## src/design/cira_regs.vh

```
// Summary of operation
// - each local register has a copy per data channel and per clock channel
// - channel index bits steer local accesses: A bit 0, B bit 1, frame 4, data 5
// - with every index bit set, one write lands in all four copies
// - with every index bit set, a read returns the channel A copy
// - global registers ignore the channel index register completely
// - port configuration reads bits 7 and 0 as 0, bits 4 and 3 as 1
// - writing 1 to port configuration bit 5 starts a soft reset of user registers
// - soft reset bit 2 clears itself when the soft reset completes
// - channel index resets to 0x33, both channel pairs selected
`ifndef CIRA_REGS_VH
`define CIRA_REGS_VH
`define CIRA_ADDR_PORT_CFG 13'h0000
`define CIRA_ADDR_CHAN_IDX 13'h0005
`define CIRA_ADDR_LOC_BASE 13'h0008
`define CIRA_ADDR_GLB_BASE 13'h0010
`define CIRA_PORT_CFG_FIXED 8'h18
`define CIRA_PORT_CFG_SRST_HI 5
`define CIRA_PORT_CFG_SRST_LO 2
`define CIRA_PORT_CFG_LSB_HI 6
`define CIRA_PORT_CFG_LSB_LO 1
`define CIRA_CHAN_IDX_RESET 8'h33
`define CIRA_CHAN_IDX_MASK 8'h33
`define CIRA_CHAN_A_BIT 0
`define CIRA_CHAN_B_BIT 1
`define CIRA_CHAN_FRAME_BIT 4
`define CIRA_CHAN_DATA_BIT 5
`endif

```

## src/design/cira_bank.v

```verilog
module cira_bank #(
   parameter COUNT = 8,
   parameter IDX_W = 3,
   parameter [8*COUNT-1:0] DEFAULTS = {8*COUNT{1'b0}}
) (
   input wire core_clk,
   input wire sys_rst,
   input wire soft_rst,
   input wire wr_en,
   input wire [IDX_W-1:0] idx,
   input wire [7:0] wr_data,
   output wire [7:0] rd_data
);
   reg [8*COUNT-1:0] mem_q;
   integer i;

   assign rd_data = mem_q[idx*8 +: 8];

   always @(posedge core_clk) begin
      if (sys_rst || soft_rst) begin
         mem_q <= DEFAULTS;
      end else if (wr_en) begin
         for (i = 0; i < COUNT; i = i + 1) begin
            if (idx == i[IDX_W-1:0]) begin
               mem_q[i*8 +: 8] <= wr_data;
            end
         end
      end
   end
endmodule // cira_bank

```

## src/design/cira_top.v

```verilog
`include "cira_regs.vh"
module cira_top #(
   parameter LOC_COUNT = 8,
   parameter GLB_COUNT = 8,
   parameter IDX_W = 3,
   parameter [8*LOC_COUNT-1:0] LOC_DEFAULTS = {8*LOC_COUNT{1'b0}},
   parameter [8*GLB_COUNT-1:0] GLB_DEFAULTS = {8*GLB_COUNT{1'b0}}
) (
   input wire core_clk,
   input wire sys_rst,
   input wire acc_wr,
   input wire acc_rd,
   input wire [12:0] acc_addr,
   input wire [7:0] acc_wdata,
   output reg [7:0] acc_rdata_q,
   output reg acc_rvalid_q,
   output reg lsb_first_q,
   output reg soft_rst_q,
   output reg [7:0] chan_idx_q
);
   reg [7:0] chan_idx_d;
   reg lsb_first_d;
   reg soft_rst_d;
   reg [7:0] acc_rdata_d;
   reg [8*GLB_COUNT-1:0] glb_q;
   reg [8*GLB_COUNT-1:0] glb_d;
   reg [3:0] copy_wr;
   wire [7:0] copy_rd [0:3];
   wire [IDX_W-1:0] loc_idx;
   wire [IDX_W-1:0] glb_idx;
   wire loc_hit;
   wire glb_hit;
   wire [3:0] chan_sel;
   wire [12:0] loc_off;
   wire [12:0] glb_off;
   wire wr_port_cfg;
   wire wr_chan_idx;
   wire wr_glb;
   wire wr_loc;
   wire sel_a;
   wire sel_b;
   wire sel_frame;
   wire sel_data;
   integer k;

   function in_window;
      input [12:0] addr;
      input [12:0] base;
      input integer count;
      begin
         in_window = (addr >= base) && ({19'h0, addr} < {19'h0, base} + count);
      end
   endfunction

   assign loc_hit = in_window(acc_addr, `CIRA_ADDR_LOC_BASE, LOC_COUNT);
   assign glb_hit = in_window(acc_addr, `CIRA_ADDR_GLB_BASE, GLB_COUNT);
   // offsets keep all 13 bits before the cut, so a base off the index grid still works
   assign loc_off = acc_addr - `CIRA_ADDR_LOC_BASE;
   assign glb_off = acc_addr - `CIRA_ADDR_GLB_BASE;
   assign loc_idx = loc_off[IDX_W-1:0];
   assign glb_idx = glb_off[IDX_W-1:0];
   assign wr_port_cfg = acc_wr && (acc_addr == `CIRA_ADDR_PORT_CFG);
   assign wr_chan_idx = acc_wr && (acc_addr == `CIRA_ADDR_CHAN_IDX);
   assign wr_glb = acc_wr && glb_hit;
   assign wr_loc = acc_wr && loc_hit;

   assign sel_a = chan_idx_q[`CIRA_CHAN_A_BIT];
   assign sel_b = chan_idx_q[`CIRA_CHAN_B_BIT];
   assign sel_frame = chan_idx_q[`CIRA_CHAN_FRAME_BIT];
   assign sel_data = chan_idx_q[`CIRA_CHAN_DATA_BIT];
   // copy order: A, B, frame clock, data clock
   assign chan_sel = {sel_data, sel_frame, sel_b, sel_a};

   always @* begin
      copy_wr = wr_loc ? chan_sel : 4'h0;
   end

   genvar c;
   generate
      for (c = 0; c < 4; c = c + 1) begin : g_copy
         cira_bank #(
            .COUNT(LOC_COUNT),
            .IDX_W(IDX_W),
            .DEFAULTS(LOC_DEFAULTS)
         ) u_bank (
            .core_clk(core_clk),
            .sys_rst(sys_rst),
            .soft_rst(soft_rst_q),
            .wr_en(copy_wr[c]),
            .idx(loc_idx),
            .wr_data(acc_wdata),
            .rd_data(copy_rd[c])
         );
      end
   endgenerate

   // soft reset wins over a write in its own cycle, so no register sees both
   always @* begin
      chan_idx_d = chan_idx_q;
      if (soft_rst_q) begin
         chan_idx_d = `CIRA_CHAN_IDX_RESET;
      end else if (wr_chan_idx) begin
         // unused index bits are never stored and read back as 0
         chan_idx_d = acc_wdata & `CIRA_CHAN_IDX_MASK;
      end
   end

   always @* begin
      lsb_first_d = lsb_first_q;
      if (soft_rst_q) begin
         lsb_first_d = 1'b0;
      end else if (wr_port_cfg) begin
         // mirrored nibbles: either copy of a bit acts, so bit order never matters
         lsb_first_d = acc_wdata[`CIRA_PORT_CFG_LSB_HI] | acc_wdata[`CIRA_PORT_CFG_LSB_LO];
      end
   end

   always @* begin
      soft_rst_d = 1'b0;
      if (!soft_rst_q && wr_port_cfg) begin
         soft_rst_d = acc_wdata[`CIRA_PORT_CFG_SRST_HI] | acc_wdata[`CIRA_PORT_CFG_SRST_LO];
      end
   end

   always @* begin
      glb_d = glb_q;
      if (soft_rst_q) begin
         glb_d = GLB_DEFAULTS;
      end else if (wr_glb) begin
         for (k = 0; k < GLB_COUNT; k = k + 1) begin
            if (glb_idx == k[IDX_W-1:0]) begin
               glb_d[k*8 +: 8] = acc_wdata;
            end
         end
      end
   end

   always @* begin
      acc_rdata_d = 8'h00;
      if (acc_addr == `CIRA_ADDR_PORT_CFG) begin
         acc_rdata_d = `CIRA_PORT_CFG_FIXED;
         acc_rdata_d[`CIRA_PORT_CFG_LSB_HI] = lsb_first_q;
         acc_rdata_d[`CIRA_PORT_CFG_LSB_LO] = lsb_first_q;
         acc_rdata_d[`CIRA_PORT_CFG_SRST_HI] = soft_rst_q;
         acc_rdata_d[`CIRA_PORT_CFG_SRST_LO] = soft_rst_q;
      end else if (acc_addr == `CIRA_ADDR_CHAN_IDX) begin
         acc_rdata_d = chan_idx_q;
      end else if (loc_hit) begin
         if (chan_sel[0]) begin
            acc_rdata_d = copy_rd[0];
         end else if (chan_sel[1]) begin
            acc_rdata_d = copy_rd[1];
         end else if (chan_sel[2]) begin
            acc_rdata_d = copy_rd[2];
         end else if (chan_sel[3]) begin
            acc_rdata_d = copy_rd[3];
         end
      end else if (glb_hit) begin
         acc_rdata_d = glb_q[glb_idx*8 +: 8];
      end
   end

   always @(posedge core_clk) begin
      if (sys_rst) begin
         chan_idx_q <= `CIRA_CHAN_IDX_RESET;
      end else begin
         chan_idx_q <= chan_idx_d;
      end
   end

   always @(posedge core_clk) begin
      if (sys_rst) begin
         lsb_first_q <= 1'b0;
      end else begin
         lsb_first_q <= lsb_first_d;
      end
   end

   always @(posedge core_clk) begin
      if (sys_rst) begin
         soft_rst_q <= 1'b0;
      end else begin
         soft_rst_q <= soft_rst_d;
      end
   end

   always @(posedge core_clk) begin
      if (sys_rst) begin
         glb_q <= GLB_DEFAULTS;
      end else begin
         glb_q <= glb_d;
      end
   end

   // answer pulse trails every read strobe by exactly one cycle
   always @(posedge core_clk) begin
      if (sys_rst) begin
         acc_rvalid_q <= 1'b0;
      end else begin
         acc_rvalid_q <= acc_rd;
      end
   end

   // read data holds between reads, so a slow framer may shift it out late;
   // soft reset leaves it alone to keep an answer in flight intact
   always @(posedge core_clk) begin
      if (sys_rst) begin
         acc_rdata_q <= 8'h00;
      end else if (acc_rd) begin
         acc_rdata_q <= acc_rdata_d;
      end
   end
endmodule // cira_top

```

## config.mk

```make
export PLATFORM = sky130hd
export DESIGN_NAME = cira_top
export DESIGN_NICKNAME = d
export VERILOG_FILES = /design/src/design/cira_bank.v /design/src/design/cira_top.v
export VERILOG_INCLUDE_DIRS = /design/src /design/src/design
export SDC_FILE = /design/constraint.sdc
export NUM_CORES = 1
export LEC_CHECK = 0
export BUFFER_PORTS_ARGS = -buffer_cell sky130_fd_sc_hd__clkbuf_2
export CAP_MARGIN = 20
export CORE_MARGIN = 4
export CORE_UTILIZATION = 49
export DETAILED_ROUTE_END_ITERATION = 10
export GPL_TIMING_DRIVEN = 1
export PLACE_DENSITY = 0.72
export SYNTH_ARGS = -nofsm -noshare
export SYNTH_HDL_FRONTEND = slang
export SYNTH_SLANG_ARGS = --single-unit
```

## constraint.sdc

```tcl
create_clock -name core_clk -period 4.9 [get_ports core_clk]
set_input_delay 0.735 -clock core_clk [delete_from_list [all_inputs] [get_ports core_clk]]
set_output_delay 0.735 -clock core_clk [all_outputs]
set_load 0.01 [all_outputs]
```

# Word-level counts from Yosys, hierarchy flattened
# Index checks and enable logic that the tools add are counted.
[word_totals]
in_bits = 25
out_inout_bits = 19
ff_bits = 335
elab_cells = 137
[classes]
shift = 5
muxes = 9
n_reduce_logical = 54
order_cmp = 4
n_addsub = 2
bitwise = 3
n_eq_ne = 15
[op_table]
columns = ["op", "n"]
rows = [
  ["variable part select 64 x 7 -> 8 bit", 5],
  ["AND reduction 2 bit", 40],
  ["two-way mux 8 bit", 8],
  ["less-than comparator 13 x 5 -> 1 bit (second input constant)", 2],
  ["== test 3 bit (second input constant)", 8],
  ["== test 13 x 3 -> 1 bit (second input constant)", 1],
  ["greater-or-equal comparator 13 x 4 -> 1 bit (second input constant)", 1],
  ["greater-or-equal comparator 13 x 5 -> 1 bit (second input constant)", 1],
  ["zero test 13 bit", 1],
  ["== test 3 x 2 -> 1 bit (second input constant)", 4],
  ["logical AND 1 bit", 7],
  ["== test 3 x 1 -> 1 bit (second input constant)", 2],
  ["zero test 3 bit", 2],
  ["subtractor 3 x 1 -> 3 bit (second input constant)", 2],
  ["two-way mux 4 bit", 1],
  ["OR reduction 2 bit", 2],
  ["OR 1 bit", 2],
  ["zero test 1 bit", 1],
  ["logical OR 1 bit", 1],
  ["NOT 1 bit", 1],
]

# Logic depth before layout (Yosys ltp)
# Gate-level depths: netlist of the first run.
[logic_depth]
word_depth = 9
mapped_depth = 9
ltp_nobuf = 6

# By module
# A second synthesis of the first run with hierarchy kept.
[unflattened]
hier_cells = 1632
hier_area_um2 = 15630.0
[by_module_without_submodules]
columns = ["mod", "cells_each", "area_each_um2", "seq_area_each_um2", "instances"]
rows = [
  ["cira_bank", 302, 2930.3, 1281.2, 4],
  ["cira_top", 424, 3908.7, 1581.5, 1],
]

# Worst setup path before layout of the first run
# OpenSTA, ideal clock, no wires.
[synth_timing]
kind = "input to register"
start = "in acc_addr[7]"
end = "reg acc_rdata_q[0]"
cell_stages = 8
path_buffers = 2
slack_ns = 2.337
arrival_ns = 2.429
path_cell_list = "or4_1 > buf_2 > or4_1 > buf_2 > o21ai_1 > nor3_1 > a21oi_1 > a21oi_1"
[synth_between]
elab_chain_cells = 6
[synth_lines]
columns = ["item", "line", "rtl"]
rows = [
  ["from (decl)", "cira_top.v:13", "input wire [12:0] acc_addr,"],
  ["greater-or-equal comparator 13 x 5 -> 1 bit or less-than comparator 13 x 5 -> 1 bit (tied branches)", "cira_top.v:51", "in_window = (addr >= base) && ({19'h0, addr} < {19'h0, base} + count);"],
  ["logical AND 1 bit", "cira_top.v:51", ""],
  ["two-way mux 8 bit", "cira_top.v:158", "end else if (glb_hit) begin"],
  ["two-way mux 8 bit", "cira_top.v:148", "end else if (loc_hit) begin"],
  ["two-way mux 8 bit", "cira_top.v:146", "end else if (acc_addr == `CIRA_ADDR_CHAN_IDX) begin"],
  ["two-way mux 8 bit *", "cira_top.v:140", "if (acc_addr == `CIRA_ADDR_PORT_CFG) begin"],
  ["to (signal assigned)", "cira_top.v:210", "acc_rdata_q <= acc_rdata_d;"],
  ["to (decl)", "cira_top.v:15", "output reg [7:0] acc_rdata_q,"],
]
# Every way passes the cells marked *; elsewhere a longest branch is shown, timed or not.
# A chain may end at the register's enable or synchronous reset.

# Worst setup path in the final report of the first run
[layout_timing]
start = "in acc_addr[7]"
end = "reg g_copy[2].u_bank.mem_q[39]"
[layout_between]
elab_chain_cells = 5
[layout_lines]
columns = ["item", "line", "rtl"]
rows = [
  ["greater-or-equal comparator 13 x 4 -> 1 bit or less-than comparator 13 x 5 -> 1 bit (tied branches)", "cira_top.v:51", ""],
  ["logical AND 1 bit *", "cira_top.v:51", ""],
  ["logical AND 1 bit *", "cira_top.v:65", "assign wr_loc = acc_wr && loc_hit;"],
  ["two-way mux 4 bit *", "cira_top.v:75", "copy_wr = wr_loc ? chan_sel : 4'h0;"],
  ["AND reduction 2 bit (no source line) *", "n/a", ""],
  ["to (signal, indexed assignment)", "cira_bank.v:25", "mem_q[i*8 +: 8] <= wr_data;"],
  ["to (decl)", "cira_bank.v:14", "reg [8*COUNT-1:0] mem_q;"],
]
# Marked as above.

==> out/qor.yml, run 1 <==
run_status:
  status: "finished, final reports clean"
cts:
  post_cts_buffers: 0
  max-clock-path-buffers: 3
  numCtsBuffers: 36
  h-tree-depth: 2
  cts_tree: "done"
  cts_resized: 0
  cts_hold_buffers: 0
  clkSinkCount: 335
  cts_root_buf: "clkbuf_16"
  clk_pin_slew_ps: 60
  insertion_delay_ps: 520
timing:
  fin_worst_skew_ps: 7.71
  slew_headroom: 0.210
  max_freq_ghz: 0.339
  finalSetupViolCount: 0
  fin_ws_ps: 1950
  slew_viol_final: 0
  rsz0062_at_grt: "false"
  post-route-period-util: 0.602
  period_needed_ps: 2950
  setup-tns-final_ps: 0
  hold_slack_ps: 450
  hold_viol_final: 0
  tightest_slew_ps: 1190
critical_path:
  max_stage_delay_ps: 720
  worstPathMaxFanout: 26
  cp.arrival_ps: 3340
  worstSetupPathType: "input pin to flip-flop"
  cp.required_ps: 5280
  r2r-start: "chan_idx_q[0]"
  end_kind: "flip-flop"
  r2r_slack_ps: 2250
  cpMaxStageDelayCell: "nor2_4"
  timing.rr.end: "g_copy[0].u_bank.mem_q[13]"
  ff2ff_path_depth: 5
  startpoint_type: "input pin"
  crit_chain: "clkbuf_2 > nor4_1 > nand4_1 > nor2_4 > nand2_1 > mux2i_1 > nor2_1"
power_and_ir_drop:
  peakVddDrop_uv: 204
  power_mw: 5.77
  power_density_mw_per_mm2: 348
  leakage_nw: 5.98
grt:
  grt_max_degree: 128
  grt_usage: 0.248
  overflow: 0
  grt_pass1_vias: 12291
  grt_pass1_wl_um: 67800
  antenna_found_initial: 1
synthesis:
  yosys_register_bits: 335
  ys.flop_type: "dfxtp_1"
  synth_edf_count: 0
  async_flop_share: 0
  syn_inst: 1740
  synth.top_cells.by_area: "dfxtp_1 45%, mux4_2 9.6%, nand2_1 9.2%"
  synth_area_mm2: 0.0150
  ys_seq_area_frac: 0.446
  synth_cell_types: 51
  yosysMostFrequentCell: "nand2_1"
  avgSynthCellArea_um2: 8.63
  synth_top_area_share: 0.446
  yosysTopAreaCell: "dfxtp_1"
  synthesis.yosys.warnings: 0
  yosys-top-cells-count: "370 x nand2_1, 335 x dfxtp_1, 275 x a21oi_1"
final_layout:
  fin_cells: 2105
  antenna_cells: 0
  multi_input_area_mm2: 0.00764
  syn_to_final_growth_pct: 10.2
  nets: 1713
  seqCellArea_mm2: 0.00671
  fillers: 2641
  drive_gt1_frac: 0.128
floorplan:
  die-area_mm2: 0.0335
  die_w_um: 183
  core_mm2: 0.0300
  ios: 44
  rows: 63
  initial_core_util: 0.502
  die_y_um: 183
routing:
  drt_iter0_markers: 1373
  via_per_inst: 6.06
  drc: 0
  wirelength_um: 42400
  ant_nets: 0
  wl_per_cell_um: 20.2
  drtPass1Iterations: 6
  vias: 12766
placed_design:
  placed_cells: 2039
  port_buffers: 39
  pre_cts_ws_ps: 1450
  gp_congestion: 0.909
  hpwl_um: 26300
worst_hold_path:
  holdCritStartpoint: "g_copy[0].u_bank.mem_q[16]"
  worst_hold_path.num_cells: 2
  hold_path_end: "g_copy[0].u_bank.mem_q[16]"
  hp-class: "flip-flop to flip-flop"
flow_run:
  maxCapViolCount: 0
kinds of logic (layout without fill, tap and decap cells):
| kind of cell | count (synthesis) | after routing | synth area share |
|---|---|---|---|
| AOI/OAI and AO/OA | 328 | 328 | 0.118 |
| and+or+nand+nor | 710 | 710 | 0.205 |
| muxes | 192 | 192 | 0.182 |
| other | 1 | 4 | 0.000250 |
| DFF | 335 | 335 | 0.446 |
| buffers and inverters | 174 | 146 | 0.0486 |
worst max path at each step:
stage / start / endpoint / cells past startpoint
finish: acc_addr[7] / g_copy[2].u_bank.mem_q[39] / 7
global route: acc_addr[9] / g_copy[2].u_bank.mem_q[39] / 7
detailed placement: acc_addr[7] / g_copy[2].u_bank.mem_q[9] / 7
CTS: acc_addr[7] / g_copy[2].u_bank.mem_q[9] / 7
global placement: acc_addr[7] / g_copy[2].u_bank.mem_q[11] / 7
floorplan: acc_addr[7] / acc_rdata_q[0] / 8
report_power, final:
part | internal [mW] | switching [mW] | leakage, nW
combinational | 0.0708 | 0.212 | 2.69
sequential | 2.72 | 0.00162 | 2.70
clock | 1.65 | 1.11 | 0.590
sequential cells by signal, indices dropped and copies added (netlist names):
signal	cells
lsb_first_q	1
chan_idx_q	4
soft_rst_q	1
acc_rvalid_q	1
glb_q	64
g_copy.u_bank.mem_q	256
acc_rdata_q	8
cell usage in the layout (no fill, tap or decap), types with 4 or more instances in the layout:
cell type	netlist	layout
nand2_1	370	370
nor2_4	0	4
nand3_1	201	201
nand2b_1	4	4
and3_1	6	6
clkbuf_2	0	37
mux2_2	8	8
dfxtp_1	335	335
a211oi_1	4	4
nor2b_1	5	4
nor2_1	89	85
mux4_2	64	64
nor3_1	8	7
buf_4	11	34
o221ai_1	4	4
clkbuf_8	0	6
o21ai_0	11	11
a21oi_1	275	275
clkbuf_16	0	37
or4_1	4	4
and2_1	4	4
a22oi_1	9	9
inv_1	7	7
mux2i_1	120	120
clkinv_2	0	6
conb_1	1	4
clkbuf_1	114	10
through the flow:
step	cell area (um2)	utilization
detailed placement	15300	0.512
global route	16600	0.553
finish	16600	0.553
global placement	15300	0.512
CTS	16500	0.552
floorplan	15000	-
worst max-delay path, delay by kind of cell:
family	cells	cell delay, ps
buffers and inverters	1	90
muxes	1	280
and+or+nand+nor	5	2230
final cells by class:
cell class / instances / area share
inverters: 7 / 0.00159
repair buffers: 74 / 0.0307
well taps: 390 / 0.0295
clock inverters: 12 / 0.00884
multi-input cells: 1234 / 0.461
clock buffers: 53 / 0.0632
flip-flops and latches: 335 / 0.405
layer usage:
metal | vias up | GRT usage | wire, um
met5 | - | 0 | 12
met1 | 6140 | 0.341 | 17700
li1 | 5953 | - | -
met2 | 558 | 0.398 | 20000
met4 | 2 | 0.0948 | 1450
met3 | 113 | 0.0373 | 3250
Note: power is estimated with default switching activity, not from simulation.
==> run 2: changes to the inputs <==
==> constraint.sdc (replaced) <==
create_clock -name core_clk -period 2.8 [get_ports core_clk]
set_input_delay 0.42 -clock core_clk [delete_from_list [all_inputs] [get_ports core_clk]]
set_output_delay 0.42 -clock core_clk [all_outputs]
set_load 0.01 [all_outputs]
==> out/qor.yml, run 2 (synthesized netlist as in run 1, its figures left out) <==
power_and_ir_drop:
  peakVddDrop_uv: 395  # +93%
  p_sw_mw: 2.28  # +72%
  p_sw_frac: 0.229  # -0.00128
  power_density_mw_per_mm2: 589  # +69%
  internal_power_mw: 7.69  # +73%
  p_clk_frac: 0.465  # -0.013
  leakage_nw: 6.18  # +3.4%
  sequentialPowerShare: 0.479  # +0.006
  power_frac_comb: 0.056  # +0.007
final_layout:
  final_util: 0.565  # +0.0126
  postLayoutCellArea_mm2: 0.0169  # +2.3%
  seqCellArea_mm2: 0.00671  # unchanged
  drive_gt1_frac: 0.144  # +0.0162
  syn_to_final_growth_pct: 12.7
  fillers: 2710  # +2.6%
  multi_input_area_mm2: 0.00764  # unchanged
  reg.largest.list: "g_copy.u_bank.mem_q x256, glb_q x64, acc_rdata_q x8"
  largest_reg_flops: 256  # unchanged
  nets: 1745  # +1.9%
  mostFrequentLayoutCells: "370 x nand2_1, 335 x dfxtp_1, 275 x a21oi_1"
  antenna_cells: 0  # unchanged
  top_register: "g_copy.u_bank.mem_q"
  layout_commonest_cell: "nand2_1"
grt:
  overflow: 0  # unchanged
  grt_pass1_vias: 12572  # +2.3%
  grt_pass1_wl_um: 69700  # +2.9%
  antenna_found_initial: 0  # -1
  grt_usage: 0.258  # +0.00956
  grt_max_degree: 91  # -29%
critical_path:
  cp.arrival_ps: 2600  # -740 ps
  startpoint_type: "input pin"
  worstPathMaxFanout: 24  # -7.7%
  worstSetupPathType: "input pin to flip-flop"
  cp.required_ps: 3260  # -2020 ps
  end_kind: "flip-flop"
cts:
  numCtsBuffers: 36  # unchanged
  insertion_delay_ps: 520  # about the same
  cts_tree: "done"
  cts_root_buf: "clkbuf_16"
  cts_resized: 0  # unchanged
  clk_pin_slew_ps: 60  # about the same
  clkSinkCount: 335  # unchanged
  h-tree-depth: 2  # unchanged
  cts_hold_buffers: 0  # unchanged
  max-clock-path-buffers: 3  # unchanged
  post_cts_buffers: 0  # unchanged
floorplan:
  rows: 63  # unchanged
  initial_core_util: 0.502  # unchanged
  die-area_mm2: 0.0335  # unchanged
  core_mm2: 0.0300  # unchanged
  ios: 44  # unchanged
  die_y_um: 183  # unchanged
  die_w_um: 183  # unchanged
timing:
  setup-tns-final_ps: 0  # unchanged
  period_needed_ps: 2140
  slew_headroom: 0.227  # +0.0166
  tightest_slew_ps: 1160  # -25.0 ps
  fin_ws_ps: 663  # -1290 ps
  slew_viol_final: 0  # unchanged
  post-route-period-util: 0.763
  rsz0062_at_grt: "false"
  hold_slack_ps: 249  # -202 ps
  finalSetupViolCount: 0  # unchanged
  fin_worst_skew_ps: 16.5  # +8.78 ps
  hold_viol_final: 0  # unchanged
  max_freq_ghz: 0.468
flow_run:
  maxCapViolCount: 0  # unchanged
routing:
  wirelength_um: 44000  # +3.8%
  drtPass1Iterations: 5  # -1
  drt_iter0_markers: 1332  # -3.0%
  drc: 0  # unchanged
  via_per_inst: 6.10  # +0.62%
  ant_nets: 0  # unchanged
  wl_per_cell_um: 20.6  # +2.4%
  vias: 13022  # +2.0%
placed_design:
  port_buffers: 39  # unchanged
  hpwl_um: 28300  # +7.5%
  pre_cts_ws_ps: 68.1  # -1380 ps
  dpl_cell_area_mm2: 0.0157  # +2.2%
  gp_congestion: 0.916  # +0.84%
worst_hold_path:
  hp-class: "input pin to flip-flop"
run_status:
  status: "finished, final reports clean"
==> run 2: changes by cell type in the layout (fill, tap and decap cells not counted) <==
cell       before  now
buf_4          34   52
buf_12          2   16
clkbuf_1       10    7
clkbuf_8        6    9
bufinv_16       3    1
inv_6           3    2
==> run 2: area by class of cell <==
type	instances	area share
repair buffers	106	0.0545
clock buffers	53	0.0635
inverters	7	0.00155
well taps	390	0.0288
flip-flops and latches	335	0.396
multi-input cells	1234	0.451
clock inverters	9	0.00458
==> run 2: power groups by stage <==
stage / sequential [mW] / clock (mW) / combinational [mW]
global placement: 4.88 / 0 / 0.526
detailed placement: 4.88 / 0 / 0.528
finish: 4.77 / 4.64 / 0.558
global route: 4.77 / 4.89 / 0.584
floorplan: 4.88 / 0 / 0.339
CTS: 4.77 / 4.69 / 0.530
==> run 2: final timing paths <==
path                         startpoint                    endpoint  slack [ps]  cells past startpoint
min reg2reg                   glb_q[31]                   glb_q[31]         450                      2
max                         acc_addr[1]              acc_rdata_q[2]         660                      8
max reg2reg  g_copy[2].u_bank.mem_q[26]              acc_rdata_q[2]         770                      5
min                        acc_wdata[7]  g_copy[1].u_bank.mem_q[23]         250                      3
==> run 2: critical path, stage by stage <==
cell,delay [ps]
buf_4,400
buf_12,230
mux2i_1,90
a22o_1,240
a21oi_1,240
a221oi_1,130
a2111oi_0,600
o31a_1,220
==> run 2: stage by stage <==
| step | instances | power (mW) |
|---|---|---|
| 4_1_cts | 2129 | 9.99 |
| 3_5_place_dp | 2067 | 5.40 |
| 3_3_place_gp | 2067 | 5.40 |
| 2_1_floorplan | 1743 | 5.22 |
| 5_1_grt | 2134 | 10.2 |
| 6_report | 2134 | 9.97 |
==> run 2: routing by layer <==
| layer | vias to the layer above | share of wire | GRT usage |
|---|---|---|---|
| li1 | 6017 | - | - |
| met1 | 6320 | 0.41 | 0.349 |
| met2 | 588 | 0.48 | 0.418 |
| met3 | 97 | 0.078 | 0.0363 |
| met4 | 0 | 0.035 | 0.104 |
| met5 | - | 0 | 0 |
